**src/logic/gauge_pkg.sv**
```systemverilog
/*
  Shared constants and carrier types for the gauge setup menu block.
  Assumes a 50 MHz core clock and pressure codes in units of 0.001 mbar.
*/
package gauge_pkg;
  // ----------------------------------------------------------------
  // Widths and clock
  // ----------------------------------------------------------------
  localparam int PW = 24; // Pressure code width, 0.001 mbar per count
  localparam int TW = 28; // Hold and debounce timer width
  localparam int CLK_KHZ = 50_000; // Core clock rate in kHz

  // ----------------------------------------------------------------
  // Timing, in ms as printed, then in cycles
  // ----------------------------------------------------------------
  localparam int unsigned HOLD_SEL_MS = 3000; // Select hold
  localparam int unsigned HOLD_DEF_MS = 5000; // Up hold for defaults
  localparam int unsigned DEBOUNCE_MS = 10; // Switch settle time
  localparam int unsigned HOLD_SEL_CYC = HOLD_SEL_MS * CLK_KHZ;
  localparam int unsigned HOLD_DEF_CYC = HOLD_DEF_MS * CLK_KHZ;
  localparam int unsigned DEBOUNCE_CYC = DEBOUNCE_MS * CLK_KHZ;

  // ----------------------------------------------------------------
  // Factory defaults and range limits
  // ----------------------------------------------------------------
  localparam logic [PW-1:0] ON_DEF = 24'h00_0064; // 0.10 mbar
  localparam logic [PW-1:0] OFF_DEF = 24'h00_00C8; // 0.20 mbar
  localparam logic [PW-1:0] ZERO_DEF = 24'h00_0000; // 000
  localparam logic [PW-1:0] ATM_DEF = 24'h0F_6950; // 1.01 bar
  localparam logic [PW-1:0] BAR_LIM = 24'h0F_4240; // 1000 mbar
  localparam logic [PW-1:0] MBAR_LIM = 24'h00_0064; // 0.10 mbar
  localparam logic [PW-1:0] STEP_SP = 24'h00_000A; // 0.01 mbar
  localparam logic [PW-1:0] STEP_ATM = 24'h00_03E8; // 1 mbar
  localparam int SPAN_SHIFT = 20; // Span gain fraction bits

  // ----------------------------------------------------------------
  // Register map and status fields
  // ----------------------------------------------------------------
  localparam logic [7:0] A_ON = 8'h00;
  localparam logic [7:0] A_OFF = 8'h04;
  localparam logic [7:0] A_ZERO = 8'h08;
  localparam logic [7:0] A_ATM = 8'h0C;
  localparam logic [7:0] A_STAT = 8'h10;
  localparam logic [7:0] A_PRESS = 8'h14;
  localparam int STAT_RELAY = 0;
  localparam int STAT_RED = 1;
  localparam int STAT_GREEN = 2;
  localparam int STAT_ST_LSB = 8;

  // ----------------------------------------------------------------
  // Types
  // ----------------------------------------------------------------
  typedef enum logic [5:0] {
    S_READ = 6'h01, S_DEF = 6'h02, S_ON = 6'h04,
    S_OFF = 6'h08, S_VAC = 6'h10, S_ATM = 6'h20
  } menu_t;
  typedef enum logic [2:0] {
    DM_PRESS = 3'h0, DM_SETON = 3'h1, DM_SETOFF = 3'h2,
    DM_ZERO = 3'h3, DM_ATM = 3'h4, DM_DEF = 3'h5
  } dmode_t;
  typedef struct packed {
    dmode_t mode; // What the readout shows
    logic [PW-1:0] value; // Number shown, zero for text screens
  } disp_t;
  typedef struct packed {
    logic relay; // Setpoint relay energized
    logic red; // Red unit lamp
    logic green; // Green unit lamp
  } panel_t;
endpackage : gauge_pkg

```
**src/logic/gauge_setup_menu_fsm.sv**
```systemverilog
/*
  Front-panel setup menu, calibration store and setpoint relay control.
  Assumes raw_pressure comes from on-clock measurement logic; keys and
  relay inhibit are pins from outside; APB master on core_clk.
*/
// The register offsets and the APB interface to the registers are this design's own decisions.
`timescale 1ns/1ps
module gauge_setup_menu_fsm #(
  parameter int unsigned HOLD_SEL = gauge_pkg::HOLD_SEL_CYC,
  parameter int unsigned HOLD_DEF = gauge_pkg::HOLD_DEF_CYC,
  parameter int unsigned DEBOUNCE = gauge_pkg::DEBOUNCE_CYC
) (
  input wire logic core_clk,
  input wire logic sys_rst,
  input wire logic ce,
  input wire logic key_sel,
  input wire logic key_up,
  input wire logic key_dn,
  input wire logic relay_inhibit_n,
  input wire logic [gauge_pkg::PW-1:0] raw_pressure,
  input wire logic psel,
  input wire logic penable,
  input wire logic pwrite,
  input wire logic [7:0] paddr,
  input wire logic [31:0] pwdata,
  output logic [31:0] prdata,
  output logic pready,
  output logic pslverr,
  output gauge_pkg::panel_t panel,
  output gauge_pkg::disp_t disp,
  output logic [gauge_pkg::PW-1:0] analog_code
);
  localparam int PW = gauge_pkg::PW;
  localparam int TW = gauge_pkg::TW;
  localparam int K_SEL = 0; // Key index: select
  localparam int K_UP = 1; // Key index: up
  localparam int K_DN = 2; // Key index: down

  // ----------------------------------------------------------------
  // Helpers
  // ----------------------------------------------------------------
  // Step an edited value, clamped at both ends
  function automatic logic [PW-1:0] adj(input logic [PW-1:0] v, input logic up,
                                        input logic dn, input logic [PW-1:0] step);
    logic [PW:0] s;
    s = {1'b0, v};
    if (up) begin
      s = s + {1'b0, step};
      if (s[PW]) s = {1'b0, {PW{1'b1}}};
    end else if (dn) begin
      s = (v > step) ? s - {1'b0, step} : '0;
    end
    return s[PW-1:0];
  endfunction : adj

  // Zero offset then span gain around the factory atmosphere point
  function automatic logic [PW-1:0] cal(input logic [PW-1:0] raw,
                                        input logic [PW-1:0] zero, input logic [PW-1:0] atm);
    logic [PW-1:0] x;
    logic signed [PW:0] d;
    logic signed [2*PW+1:0] p;
    logic signed [2*PW+1:0] y;
    x = (raw > zero) ? raw - zero : '0;
    d = $signed({1'b0, atm}) - $signed({1'b0, gauge_pkg::ATM_DEF});
    p = $signed({1'b0, x}) * d;
    y = $signed({{(PW+2){1'b0}}, x}) + (p >>> gauge_pkg::SPAN_SHIFT);
    if (y < 0) return '0;
    if (y > $signed({{(PW+2){1'b0}}, {PW{1'b1}}})) return {PW{1'b1}};
    return y[PW-1:0];
  endfunction : cal

  // ----------------------------------------------------------------
  // Key synchronisers and debouncers
  // ----------------------------------------------------------------
  logic [3:0] s1_r; // First stage, read only by s2_r
  logic [3:0] s2_r; // Second stage: inhibit plus three keys
  logic [2:0] db_r, db_nxt; // Debounced key levels
  logic [2:0] dbd_r, dbd_nxt; // Delayed levels for edges
  logic [TW-1:0] dbc_r [3]; // Settle counters
  logic [TW-1:0] dbc_nxt [3];
  logic [2:0] prs; // Press edges
  logic [2:0] rel; // Release edges

  // Each key must sit at a new level for the whole settle time
  always_comb begin
    db_nxt = db_r;
    dbd_nxt = db_r;
    for (int i = 0; i < 3; i++) begin
      dbc_nxt[i] = '0;
      if (s2_r[i] != db_r[i]) begin
        dbc_nxt[i] = dbc_r[i] + 1'b1;
        if (dbc_r[i] >= TW'(DEBOUNCE - 1)) begin
          db_nxt[i] = s2_r[i];
          dbc_nxt[i] = '0;
        end
      end
    end
  end

  assign prs = db_r & ~dbd_r;
  assign rel = ~db_r & dbd_r;

  // Register the key path
  always_ff @(posedge core_clk) begin
    if (sys_rst) begin
      s1_r <= 4'h0;
      s2_r <= 4'h0;
      db_r <= 3'h0;
      dbd_r <= 3'h0;
      for (int i = 0; i < 3; i++) dbc_r[i] <= '0;
    end else if (ce) begin
      s1_r <= {relay_inhibit_n, key_dn, key_up, key_sel};
      s2_r <= s1_r;
      db_r <= db_nxt;
      dbd_r <= dbd_nxt;
      for (int i = 0; i < 3; i++) dbc_r[i] <= dbc_nxt[i];
    end
  end

  // ----------------------------------------------------------------
  // Menu state machine and stored settings
  // ----------------------------------------------------------------
  gauge_pkg::menu_t st_r, st_nxt;
  logic [TW-1:0] tmr_r, tmr_nxt; // Hold time of the watched key
  logic armed_r, armed_nxt; // Select pressed anew in this state
  logic [PW-1:0] edit_r, edit_nxt; // Value under edit
  logic [PW-1:0] on_r, on_nxt; // Relay turn-on pressure
  logic [PW-1:0] off_r, off_nxt; // Relay turn-off pressure
  logic [PW-1:0] zero_r, zero_nxt; // Vacuum zero
  logic [PW-1:0] atm_r, atm_nxt; // Atmosphere span value
  logic [PW-1:0] corr; // Corrected pressure
  logic held; // Watched key is down
  logic apb_wr; // APB write takes effect
  logic pready_r;

  assign apb_wr = psel & penable & pready_r & pwrite;
  assign corr = cal(raw_pressure, zero_r, atm_r);
  // The defaults hold watches up; every other hold watches select
  assign held = (st_r == gauge_pkg::S_DEF) ? db_r[K_UP] : db_r[K_SEL];

  // Next state; panel actions override an APB write in the same cycle
  always_comb begin
    st_nxt = st_r;
    armed_nxt = armed_r;
    edit_nxt = edit_r;
    on_nxt = on_r;
    off_nxt = off_r;
    zero_nxt = zero_r;
    atm_nxt = atm_r;
    tmr_nxt = held ? ((&tmr_r) ? tmr_r : tmr_r + 1'b1) : '0;
    if (prs[K_SEL]) armed_nxt = 1'b1;
    if (apb_wr) begin
      case (paddr)
        gauge_pkg::A_ON: on_nxt = pwdata[PW-1:0];
        gauge_pkg::A_OFF: off_nxt = pwdata[PW-1:0];
        gauge_pkg::A_ZERO: zero_nxt = pwdata[PW-1:0];
        gauge_pkg::A_ATM: atm_nxt = pwdata[PW-1:0];
        default: ;
      endcase
    end
    case (st_r)
      gauge_pkg::S_READ: begin
        if (armed_r && held && tmr_r >= TW'(HOLD_SEL)) begin
          st_nxt = gauge_pkg::S_ON;
          edit_nxt = on_r;
        end else if (prs[K_UP]) begin
          st_nxt = gauge_pkg::S_DEF;
        end
      end
      gauge_pkg::S_DEF: begin
        if (!held) begin
          st_nxt = gauge_pkg::S_READ;
        end else if (tmr_r >= TW'(HOLD_DEF)) begin
          on_nxt = gauge_pkg::ON_DEF;
          off_nxt = gauge_pkg::OFF_DEF;
          zero_nxt = gauge_pkg::ZERO_DEF;
          atm_nxt = gauge_pkg::ATM_DEF;
          st_nxt = gauge_pkg::S_READ;
        end
      end
      gauge_pkg::S_ON: begin
        edit_nxt = adj(edit_r, prs[K_UP], prs[K_DN], gauge_pkg::STEP_SP);
        if (prs[K_SEL]) begin
          on_nxt = edit_r;
          edit_nxt = off_r;
          st_nxt = gauge_pkg::S_OFF;
        end
      end
      gauge_pkg::S_OFF: begin
        edit_nxt = adj(edit_r, prs[K_UP], prs[K_DN], gauge_pkg::STEP_SP);
        if (prs[K_SEL]) begin
          off_nxt = edit_r;
          st_nxt = gauge_pkg::S_VAC;
        end
      end
      gauge_pkg::S_VAC: begin
        if (prs[K_SEL]) begin
          st_nxt = gauge_pkg::S_ATM;
          edit_nxt = atm_r;
        end else if (prs[K_DN]) begin
          zero_nxt = raw_pressure;
          st_nxt = gauge_pkg::S_ATM;
          edit_nxt = atm_r;
        end
      end
      gauge_pkg::S_ATM: begin
        edit_nxt = adj(edit_r, prs[K_UP], prs[K_DN], gauge_pkg::STEP_ATM);
        if (armed_r && held && tmr_r >= TW'(HOLD_SEL)) begin
          atm_nxt = edit_r;
          st_nxt = gauge_pkg::S_READ;
        end else if (armed_r && rel[K_SEL]) begin
          st_nxt = gauge_pkg::S_READ;
        end
      end
      default: st_nxt = gauge_pkg::S_READ;
    endcase
    // A new state starts its own hold count and needs a fresh press
    if (st_nxt != st_r) begin
      tmr_nxt = '0;
      armed_nxt = 1'b0;
    end
  end

  // Register the menu and settings
  always_ff @(posedge core_clk) begin
    if (sys_rst) begin
      st_r <= gauge_pkg::S_READ;
      tmr_r <= '0;
      armed_r <= 1'b0;
      edit_r <= '0;
      on_r <= gauge_pkg::ON_DEF;
      off_r <= gauge_pkg::OFF_DEF;
      zero_r <= gauge_pkg::ZERO_DEF;
      atm_r <= gauge_pkg::ATM_DEF;
    end else if (ce) begin
      st_r <= st_nxt;
      tmr_r <= tmr_nxt;
      armed_r <= armed_nxt;
      edit_r <= edit_nxt;
      on_r <= on_nxt;
      off_r <= off_nxt;
      zero_r <= zero_nxt;
      atm_r <= atm_nxt;
    end
  end

  // ----------------------------------------------------------------
  // Relay, lamps, readout and analog code
  // ----------------------------------------------------------------
  gauge_pkg::panel_t panel_r, panel_nxt;
  gauge_pkg::disp_t disp_r, disp_nxt;
  logic [PW-1:0] ana_r, ana_nxt;

  // Relay keeps its level between the two setpoints
  always_comb begin
    panel_nxt = panel_r;
    if (!s2_r[3]) begin
      panel_nxt.relay = 1'b0;
    end else if (corr < on_r) begin
      panel_nxt.relay = 1'b1;
    end else if (corr > off_r) begin
      panel_nxt.relay = 1'b0;
    end
    // Red for bar, green for mbar, both for the milli range
    panel_nxt.red = (corr >= gauge_pkg::BAR_LIM) || (corr < gauge_pkg::MBAR_LIM);
    panel_nxt.green = (corr < gauge_pkg::BAR_LIM);
    ana_nxt = corr;
    disp_nxt.value = edit_r;
    case (st_r)
      gauge_pkg::S_READ: begin
        disp_nxt.mode = gauge_pkg::DM_PRESS;
        disp_nxt.value = corr;
      end
      gauge_pkg::S_DEF: begin
        disp_nxt.mode = gauge_pkg::DM_DEF;
        disp_nxt.value = '0;
      end
      gauge_pkg::S_ON: disp_nxt.mode = gauge_pkg::DM_SETON;
      gauge_pkg::S_OFF: disp_nxt.mode = gauge_pkg::DM_SETOFF;
      gauge_pkg::S_VAC: begin
        disp_nxt.mode = gauge_pkg::DM_ZERO;
        disp_nxt.value = '0;
      end
      gauge_pkg::S_ATM: disp_nxt.mode = gauge_pkg::DM_ATM;
      default: disp_nxt.mode = gauge_pkg::DM_PRESS;
    endcase
  end

  // Register the panel outputs
  always_ff @(posedge core_clk) begin
    if (sys_rst) begin
      panel_r <= '0;
      disp_r <= '0;
      ana_r <= '0;
    end else if (ce) begin
      panel_r <= panel_nxt;
      disp_r <= disp_nxt;
      ana_r <= ana_nxt;
    end
  end

  assign panel = panel_r;
  assign disp = disp_r;
  assign analog_code = ana_r;

  // ----------------------------------------------------------------
  // APB slave: one wait-free access phase
  // ----------------------------------------------------------------
  logic [31:0] prdata_r, prdata_nxt;
  logic pready_nxt;
  logic pslverr_r, pslverr_nxt;

  // Read data is captured in the setup cycle so it comes from a flop
  always_comb begin
    pready_nxt = psel & ~penable;
    // Error flag stands only with its own ready pulse, never past it
    pslverr_nxt = 1'b0;
    prdata_nxt = prdata_r;
    if (psel && !penable) begin
      pslverr_nxt = 1'b0;
      prdata_nxt = '0;
      case (paddr)
        gauge_pkg::A_ON: prdata_nxt[PW-1:0] = on_r;
        gauge_pkg::A_OFF: prdata_nxt[PW-1:0] = off_r;
        gauge_pkg::A_ZERO: prdata_nxt[PW-1:0] = zero_r;
        gauge_pkg::A_ATM: prdata_nxt[PW-1:0] = atm_r;
        gauge_pkg::A_STAT: begin
          prdata_nxt[gauge_pkg::STAT_RELAY] = panel_r.relay;
          prdata_nxt[gauge_pkg::STAT_RED] = panel_r.red;
          prdata_nxt[gauge_pkg::STAT_GREEN] = panel_r.green;
          prdata_nxt[gauge_pkg::STAT_ST_LSB +: 6] = st_r;
        end
        gauge_pkg::A_PRESS: prdata_nxt[PW-1:0] = corr;
        default: pslverr_nxt = 1'b1; // Unmapped address
      endcase
    end
  end

  // Register the bus answer
  always_ff @(posedge core_clk) begin
    if (sys_rst) begin
      pready_r <= 1'b0;
      pslverr_r <= 1'b0;
      prdata_r <= '0;
    end else if (ce) begin
      pready_r <= pready_nxt;
      pslverr_r <= pslverr_nxt;
      prdata_r <= prdata_nxt;
    end
  end

  assign pready = pready_r;
  assign pslverr = pslverr_r;
  assign prdata = prdata_r;
endmodule : gauge_setup_menu_fsm

```
**config.mk**
```make
export PLATFORM = sky130hd
export DESIGN_NAME = gauge_setup_menu_fsm
export DESIGN_NICKNAME = d
export VERILOG_FILES = /design/src/logic/gauge_pkg.sv /design/src/logic/gauge_setup_menu_fsm.sv
export SDC_FILE = /design/constraint.sdc
export NUM_CORES = 2
export LEC_CHECK = 0
export BUFFER_PORTS_ARGS = -buffer_cell sky130_fd_sc_hd__buf_2
export CORE_AREA = 8 8 385 387
export CTS_BUF_LIST = sky130_fd_sc_hd__clkbuf_8
export CTS_CLUSTER_DIAMETER = 150
export DETAILED_ROUTE_END_ITERATION = 6
export DIE_AREA = 0 0 393 395
export MAX_ROUTING_LAYER = met4
export PLACE_DENSITY_LB_ADDON = 0.1
export SYNTH_ARGS = -nofsm -noshare
export SYNTH_HDL_FRONTEND = slang
export SYNTH_SLANG_ARGS = --single-unit
```
**constraint.sdc**
```tcl
create_clock -name core_clk -period 15 [get_ports core_clk]
set_input_delay 3 -clock core_clk [delete_from_list [all_inputs] [get_ports core_clk]]
set_output_delay 3 -clock core_clk [all_outputs]
set_load 0.01 [all_outputs]
```
# Word-level counts from Yosys, hierarchy flattened
# Memories as Yosys holds them, arrays and structs flattened.
# Cells that the tools add are included.
# totals
register_bits	249
memories	1
latchBits	0
mem_bits_ro	0
input_bits	74
wordCells	191
output_inout_bits	88
ram_bits	84
# op_classes
reduce_logical	20
n_mux	88
bitwise	12
mul	1
eq_ne	20
div	0
shifts	0
addsub	11
n_lt_le_gt_ge	15
# memory_table
name	words	width	read_ports	rd_ports_with_merged_regs	wr	line_no	source
dbc_r	3	28	3	0	3	gauge_setup_menu_fsm.sv:79	logic [TW-1:0] dbc_r [3];
# ops
op	n
$mux 24	38
$mux 28	12
$pmux 24 s2	5
$pmux 24 s5	1
$add 28x1->28 const B	4
$ge 28x19->1 const B	3
$pmux 6 s6	2
$mux 6	10
$ge 28x28->1 const B	2
$mul 25x25->50	1
$pmux 10 s5	1
$gt 24x24->1	2
$add 25x30->31	1
$gt 31x25->1 const B	1
$lt 31x1->1 const B	1
$reduce_and 28->1	1
$add 24x10->25 const B	1
$add 24x4->25 const B	1
$pmux 5 s5	1
$sub 24x20->25 const B	1
$ge 24x20->1 const B	1
$gt 24x10->1 const B	1
$gt 24x4->1 const B	1
$lt 24x20->1 const B	1
39 further kinds	74

# Longest topological paths before layout
# depth
depth_word	13
depth_mapped	70
mapped_depth_nobuf	68

# Worst setup path before layout
# No wires, ideal clock.
# synth_timing
path_kind	in2reg
startpoint	input raw_pressure[0] (netlist bit)
endpoint	register panel_r (netlist bit panel[2])
t_arrival_ps	16171
stages	66
path_buffers	2
t_required_ps	14926
setup_ps	74
slack_ps	-1245
cell_sequence	inv_1 ha_1 inv_1 fa_1 nand3_1 a21oi_1 o311ai_0 a21oi_1 o21a_1 o21ai_0 a21o_1 a21boi_0 o21ai_0 nand2_1 xor2_1 and2_1 clkbuf_1 clkbuf_1 [... 30 more ...] mux2i_1 nor3_1 nor2_4 o21a_1 ha_1 a21o_1 a21o_1 a21o_1 a21o_1 a21oi_1 nor2b_1 o21ai_0 nand2_1 a221oi_1 o21ai_0 a21boi_0 o21ai_0 a31oi_1
# synth_between
elab_chain_len	12
word_cells_on_any_way	19
classes_between	2 x add/sub; 1 x mul; 5 x order compare; 1 x eq/ne; 9 x mux; 1 x reduce/logical
# synth_rtl
element	line_no	source
from (decl)	gauge_setup_menu_fsm.sv:20	input wire logic [gauge_pkg::PW-1:0] raw_pressure,
$sub 24x24->24 / $gt 24x24->1 (equally long branches)	gauge_setup_menu_fsm.sv:63	x = (raw > zero) ? raw - zero : '0;
$mux 24 *	gauge_setup_menu_fsm.sv:63	
$mul 25x25->50	gauge_setup_menu_fsm.sv:65	p = $signed({1'b0, x}) * d;
$add 25x30->31 *	gauge_setup_menu_fsm.sv:66	y = $signed({{(PW+2){1'b0}}, x}) + (p >>> gauge_pkg::SPAN_SHIFT);
$gt 31x25->1	gauge_setup_menu_fsm.sv:68	if (y > $signed({{(PW+2){1'b0}}, {PW{1'b1}}})) return {PW{1'b1}};
$mux 1 (2 in series)	gauge_setup_menu_fsm.sv:68	
$mux 24	gauge_setup_menu_fsm.sv:69	return y[PW-1:0];
$mux 24 *	gauge_setup_menu_fsm.sv:68	
via ana_nxt[9]	gauge_setup_menu_fsm.sv:252	logic [PW-1:0] ana_r, ana_nxt;
$lt 24x24->1 / $gt 24x24->1 (equally long branches)	gauge_setup_menu_fsm.sv:259, gauge_setup_menu_fsm.sv:261	
$ne 3x1->1 (no line) / $mux 1 (equally long branches)	n/a	
$reduce_and 2->1 (no line) / $mux 1 (equally long branches)	n/a	
to (signal assigned)	gauge_setup_menu_fsm.sv:296	panel_r <= panel_nxt;
to (decl)	gauge_setup_menu_fsm.sv:250	gauge_pkg::panel_t panel_r, panel_nxt;
# Mark *: on every way through the listed nets, which the timed path passes. The rest lies on a longest branch. The select of a mux whose other input is x is not followed.
# A chain may end at the register's enable or synchronous reset.

# Worst setup path after layout
# layout_timing
startpoint	input raw_pressure[23] (netlist bit)
endpoint	register panel_r (netlist bit panel[2])
# The elaborated chain is that of the path after synthesis.

==> impl_metrics.tcl <==
set metrics [dict create \
    slew_headroom_pct 16.7 \
    syn2layout_area_growth_pct 22.5 \
    fin_skew_ps 49.5 \
    finalMaxSlewViolations 0 \
    yosys.area.top_type "fa_1" \
    fp.dieW_um 393 \
    finish.instance_area_um2 51900 \
    max_freq_mhz 65.7 \
    crit_path_max_incr_delay_ps 560 \
    antenna_found_initial 23 \
    syn_inst 5199 \
    gp_congestion 0.930 \
    synthXorXnorAreaFrac_pct 4.03 \
    max_cap_viol_count 0 \
    cp-end-kind "flop" \
    grt_pass1_vias 40000 \
    ys.flop_type "dfxtp_1" \
    path_clk_slew_ps 70 \
    drc 0 \
    nNetsFinal 6686 \
    cp-start-kind "input pin" \
    min_period_ps 15220 \
    die_h_um 395 \
    instances_no_fill 7749 \
    cpMaxStageDelayCell "fa_1" \
    via_per_inst 5.07 \
    muxShareOfSynthArea_pct 1.18 \
    cts_sinks 333 \
    ys_ff_latch 333 \
    synth.distinct_cells 102 \
    holdPathStages 2 \
    port_buffers 145 \
    peakVddDrop_mv 0.0652 \
    critical_path_class "input pin to flop" \
    dp_hpwl_um 147000 \
    synth_async_sr_flop_share_pct 0 \
    reg2reg_from "atm_r[5]" \
    r2r_setup_slack_ps 840 \
    critPathArrivalTime_ps 15830 \
    crit_top_cell "fa_1" \
    regArea_um2 7510 \
    r2r-end "panel[2]" \
    whs_ps 457 \
    power.total_mw 4.37 \
    nFillCells 15200 \
    status "finished, violations left" \
    hp-class "flop to flop" \
    synth_top_family_by_area "adder cells" \
    synth-edff-count 84 \
    final_util_pct 36.5 \
    synth_top_area_share_pct 23.8 \
    leakagePower_nw 24.0 \
    syn_area_um2 42400 \
    drive_above_1_share_pct 19.4 \
    startpoint "raw_pressure[23]" \
    root_buffer "clkbuf_8" \
    synthAdderAreaFrac_pct 33.1 \
    synth-simple-area-share_pct 18.9 \
    synth_area_leaders "fa_1 24%, dfxtp_1 12%, ha_1 9.3%" \
    die-area_um2 155000 \
    grt_overflow 0 \
    grt_pass1_wl_um 269000 \
    clk_latency_ps 740 \
    hold_buffers 0 \
    setup_viol 1 \
    cts_buffers 56 \
    hold_start "analog_code[12]" \
    initial_utilization_pct 29.8 \
    core_area_um2 142000 \
    reg2reg_depth 62 \
    synth_compound_area_share_pct 15.9 \
    p_per_area_nw_per_um2 84.2 \
    fin_crit_sh_pct 101 \
    place_inst 7588 \
    rows 139 \
    yosysSeqAreaShare_pct 17.7 \
    vias 39300 \
    drt_iter0_drc 3145 \
    worstMarginPinSlew_ps 1250 \
    grt_max_degree 78 \
    wl_um 181000 \
    rsz0062_at_grt "true" \
    dp_slack_ps -1670 \
    min_to "analog_code[12]" \
    htreeDepth 2 \
    drt_pass1_iterations 7 \
    cts_tree "done" \
    violations "negative setup slack" \
    io_pins 162 \
    wl_per_cell_um 23.4 \
    final-hold-violation-count 0 \
    cts_buffer_depth 3 \
    fin_ws_ps -216 \
    multiInputGateArea_um2 32300 \
    yosysWarnings 0 \
    syn_area_per_cell_um2 8.15 \
    required_ps 15620 \
    place_area_um2 49500 \
    path_max_fanout 8 \
    grt_usage_pct 23.6 \
    tns_ps -216 \
    ant_nets 0 \
]
==> registers in the layout (all words and copies together), names as in the netlist, 3 cells and up <==
name         count
edit_r          24
s1_r             4
disp            27
dbd_r            3
atm_r           24
db_r             3
dbc_r           84
tmr_r           28
s2_r             4
off_r           24
on_r            24
panel            3
zero_r          24
analog_code     24
prdata          24
st_r             6
==> synth_stat cells (18+ instances only) <==
library cell / count
or3_1: 29
inv_1: 709
nand3_1: 75
a221oi_1: 34
a21o_1: 68
edfxtp_1: 84
mux2i_1: 50
fa_1: 504
nor2_1: 642
a22o_1: 27
nor4_1: 26
a222oi_1: 18
clkbuf_1: 265
o211ai_1: 22
a31oi_1: 22
o21a_1: 34
xnor2_1: 97
nor2b_1: 27
ha_1: 316
xor2_1: 98
nor3_1: 58
and3_1: 123
and2_1: 30
a211oi_1: 59
nand2b_1: 44
nand4_1: 51
nand2_1: 594
a221o_1: 39
o21ai_0: 191
a21oi_1: 337
dfxtp_1: 249
a22oi_1: 26
==> worst max-delay path by stage <==
stage | end | slack (ps)
4_1_cts | panel[2] | -330
3_5_place_dp | panel[2] | -1670
2_1_floorplan | panel[2] | -40
5_1_grt | panel[2] | -710
3_3_place_gp | panel[2] | -1670
6_report | panel[2] | -220
==> what timing repair did <==
| item | CTS | global route |
|---|---|---|
| buffers inserted | 35 | 14 |
| endpoints found under the setup margin | 1 | 1 |
| gates cloned | 0 | 1 |
| resized for setup | 141 | 54 |
| pin swaps | 146 | 83 |
==> kinds of logic (layout without fill, tap and decap cells) <==
family / after synthesis / in the layout
and+or+nand+nor: 1771 / 1771
AOI/OAI and AO/OA: 1022 / 1022
buffers and inverters: 1007 / 1610
adders and majority gates: 820 / 820
DFF: 333 / 333
xor gates and xnor gates: 195 / 195
muxes: 50 / 50
other: 1 / 45
==> routing by layer <==
metal  vias up  part of all wire, %  GRT usage, %
met3       304                  5.4          3.28
li1      18500                    -             -
met2      1181                   46          37.1
met5         -                    0             -
met4         0                  4.4          8.66
met1     19300                   45          31.0
==> where the power goes <==
| part | internal (mW) | switching (mW) |
|---|---|---|
| combinational | 1.09 | 1.33 |
| sequential | 0.986 | 0.0663 |
| clock | 0.457 | 0.441 |
==> critical path: cells and delay by family <==
| kind | cells | cell delay, ps |
|---|---|---|
| compound gates | 24 | 4460 |
| fa+ha+maj | 11 | 4540 |
| xor+xnor | 1 | 90 |
| simple gates | 14 | 2270 |
| buf+inv | 12 | 1420 |
==> cell type report <==
| class | count | area share (%) |
|---|---|---|
| Clock inverter | 40 | 0.624 |
| Sequential cell | 333 | 14.5 |
| Clock buffer | 62 | 1.64 |
| Multi-Input combinational cell | 3893 | 62.3 |
| Timing Repair Buffer | 794 | 11.1 |
| Antenna cell | 10 | 0.0482 |
| Tap cell | 1903 | 4.59 |
| Inverter | 714 | 5.21 |
==> cells in the final DEF, fill, tap and decap left out, types with 24 or more instances in the layout <==
| master | n |
|---|---|
| a221o_1 | 39 |
| o21a_1 | 30 |
| a211oi_1 | 53 |
| o21ai_0 | 163 |
| buf_4 | 627 |
| a21o_1 | 68 |
| xnor2_1 | 87 |
| or3_1 | 28 |
| conb_1 | 35 |
| nand2_1 | 576 |
| fa_1 | 481 |
| and3_1 | 122 |
| mux2i_1 | 47 |
| nand2b_1 | 43 |
| a21oi_1 | 309 |
| xor2_1 | 92 |
| nand4_1 | 51 |
| clkbuf_8 | 62 |
| buf_2 | 143 |
| inv_1 | 697 |
| and2_1 | 28 |
| edfxtp_1 | 84 |
| a22oi_1 | 26 |
| nor2b_1 | 24 |
| a22o_1 | 27 |
| dfxtp_1 | 249 |
| ha_1 | 288 |
| nand3_1 | 72 |
| a21oi_2 | 25 |
| nor2_1 | 633 |
| a221oi_1 | 33 |
| nor3_1 | 53 |
(Power assumes the default switching activity.)
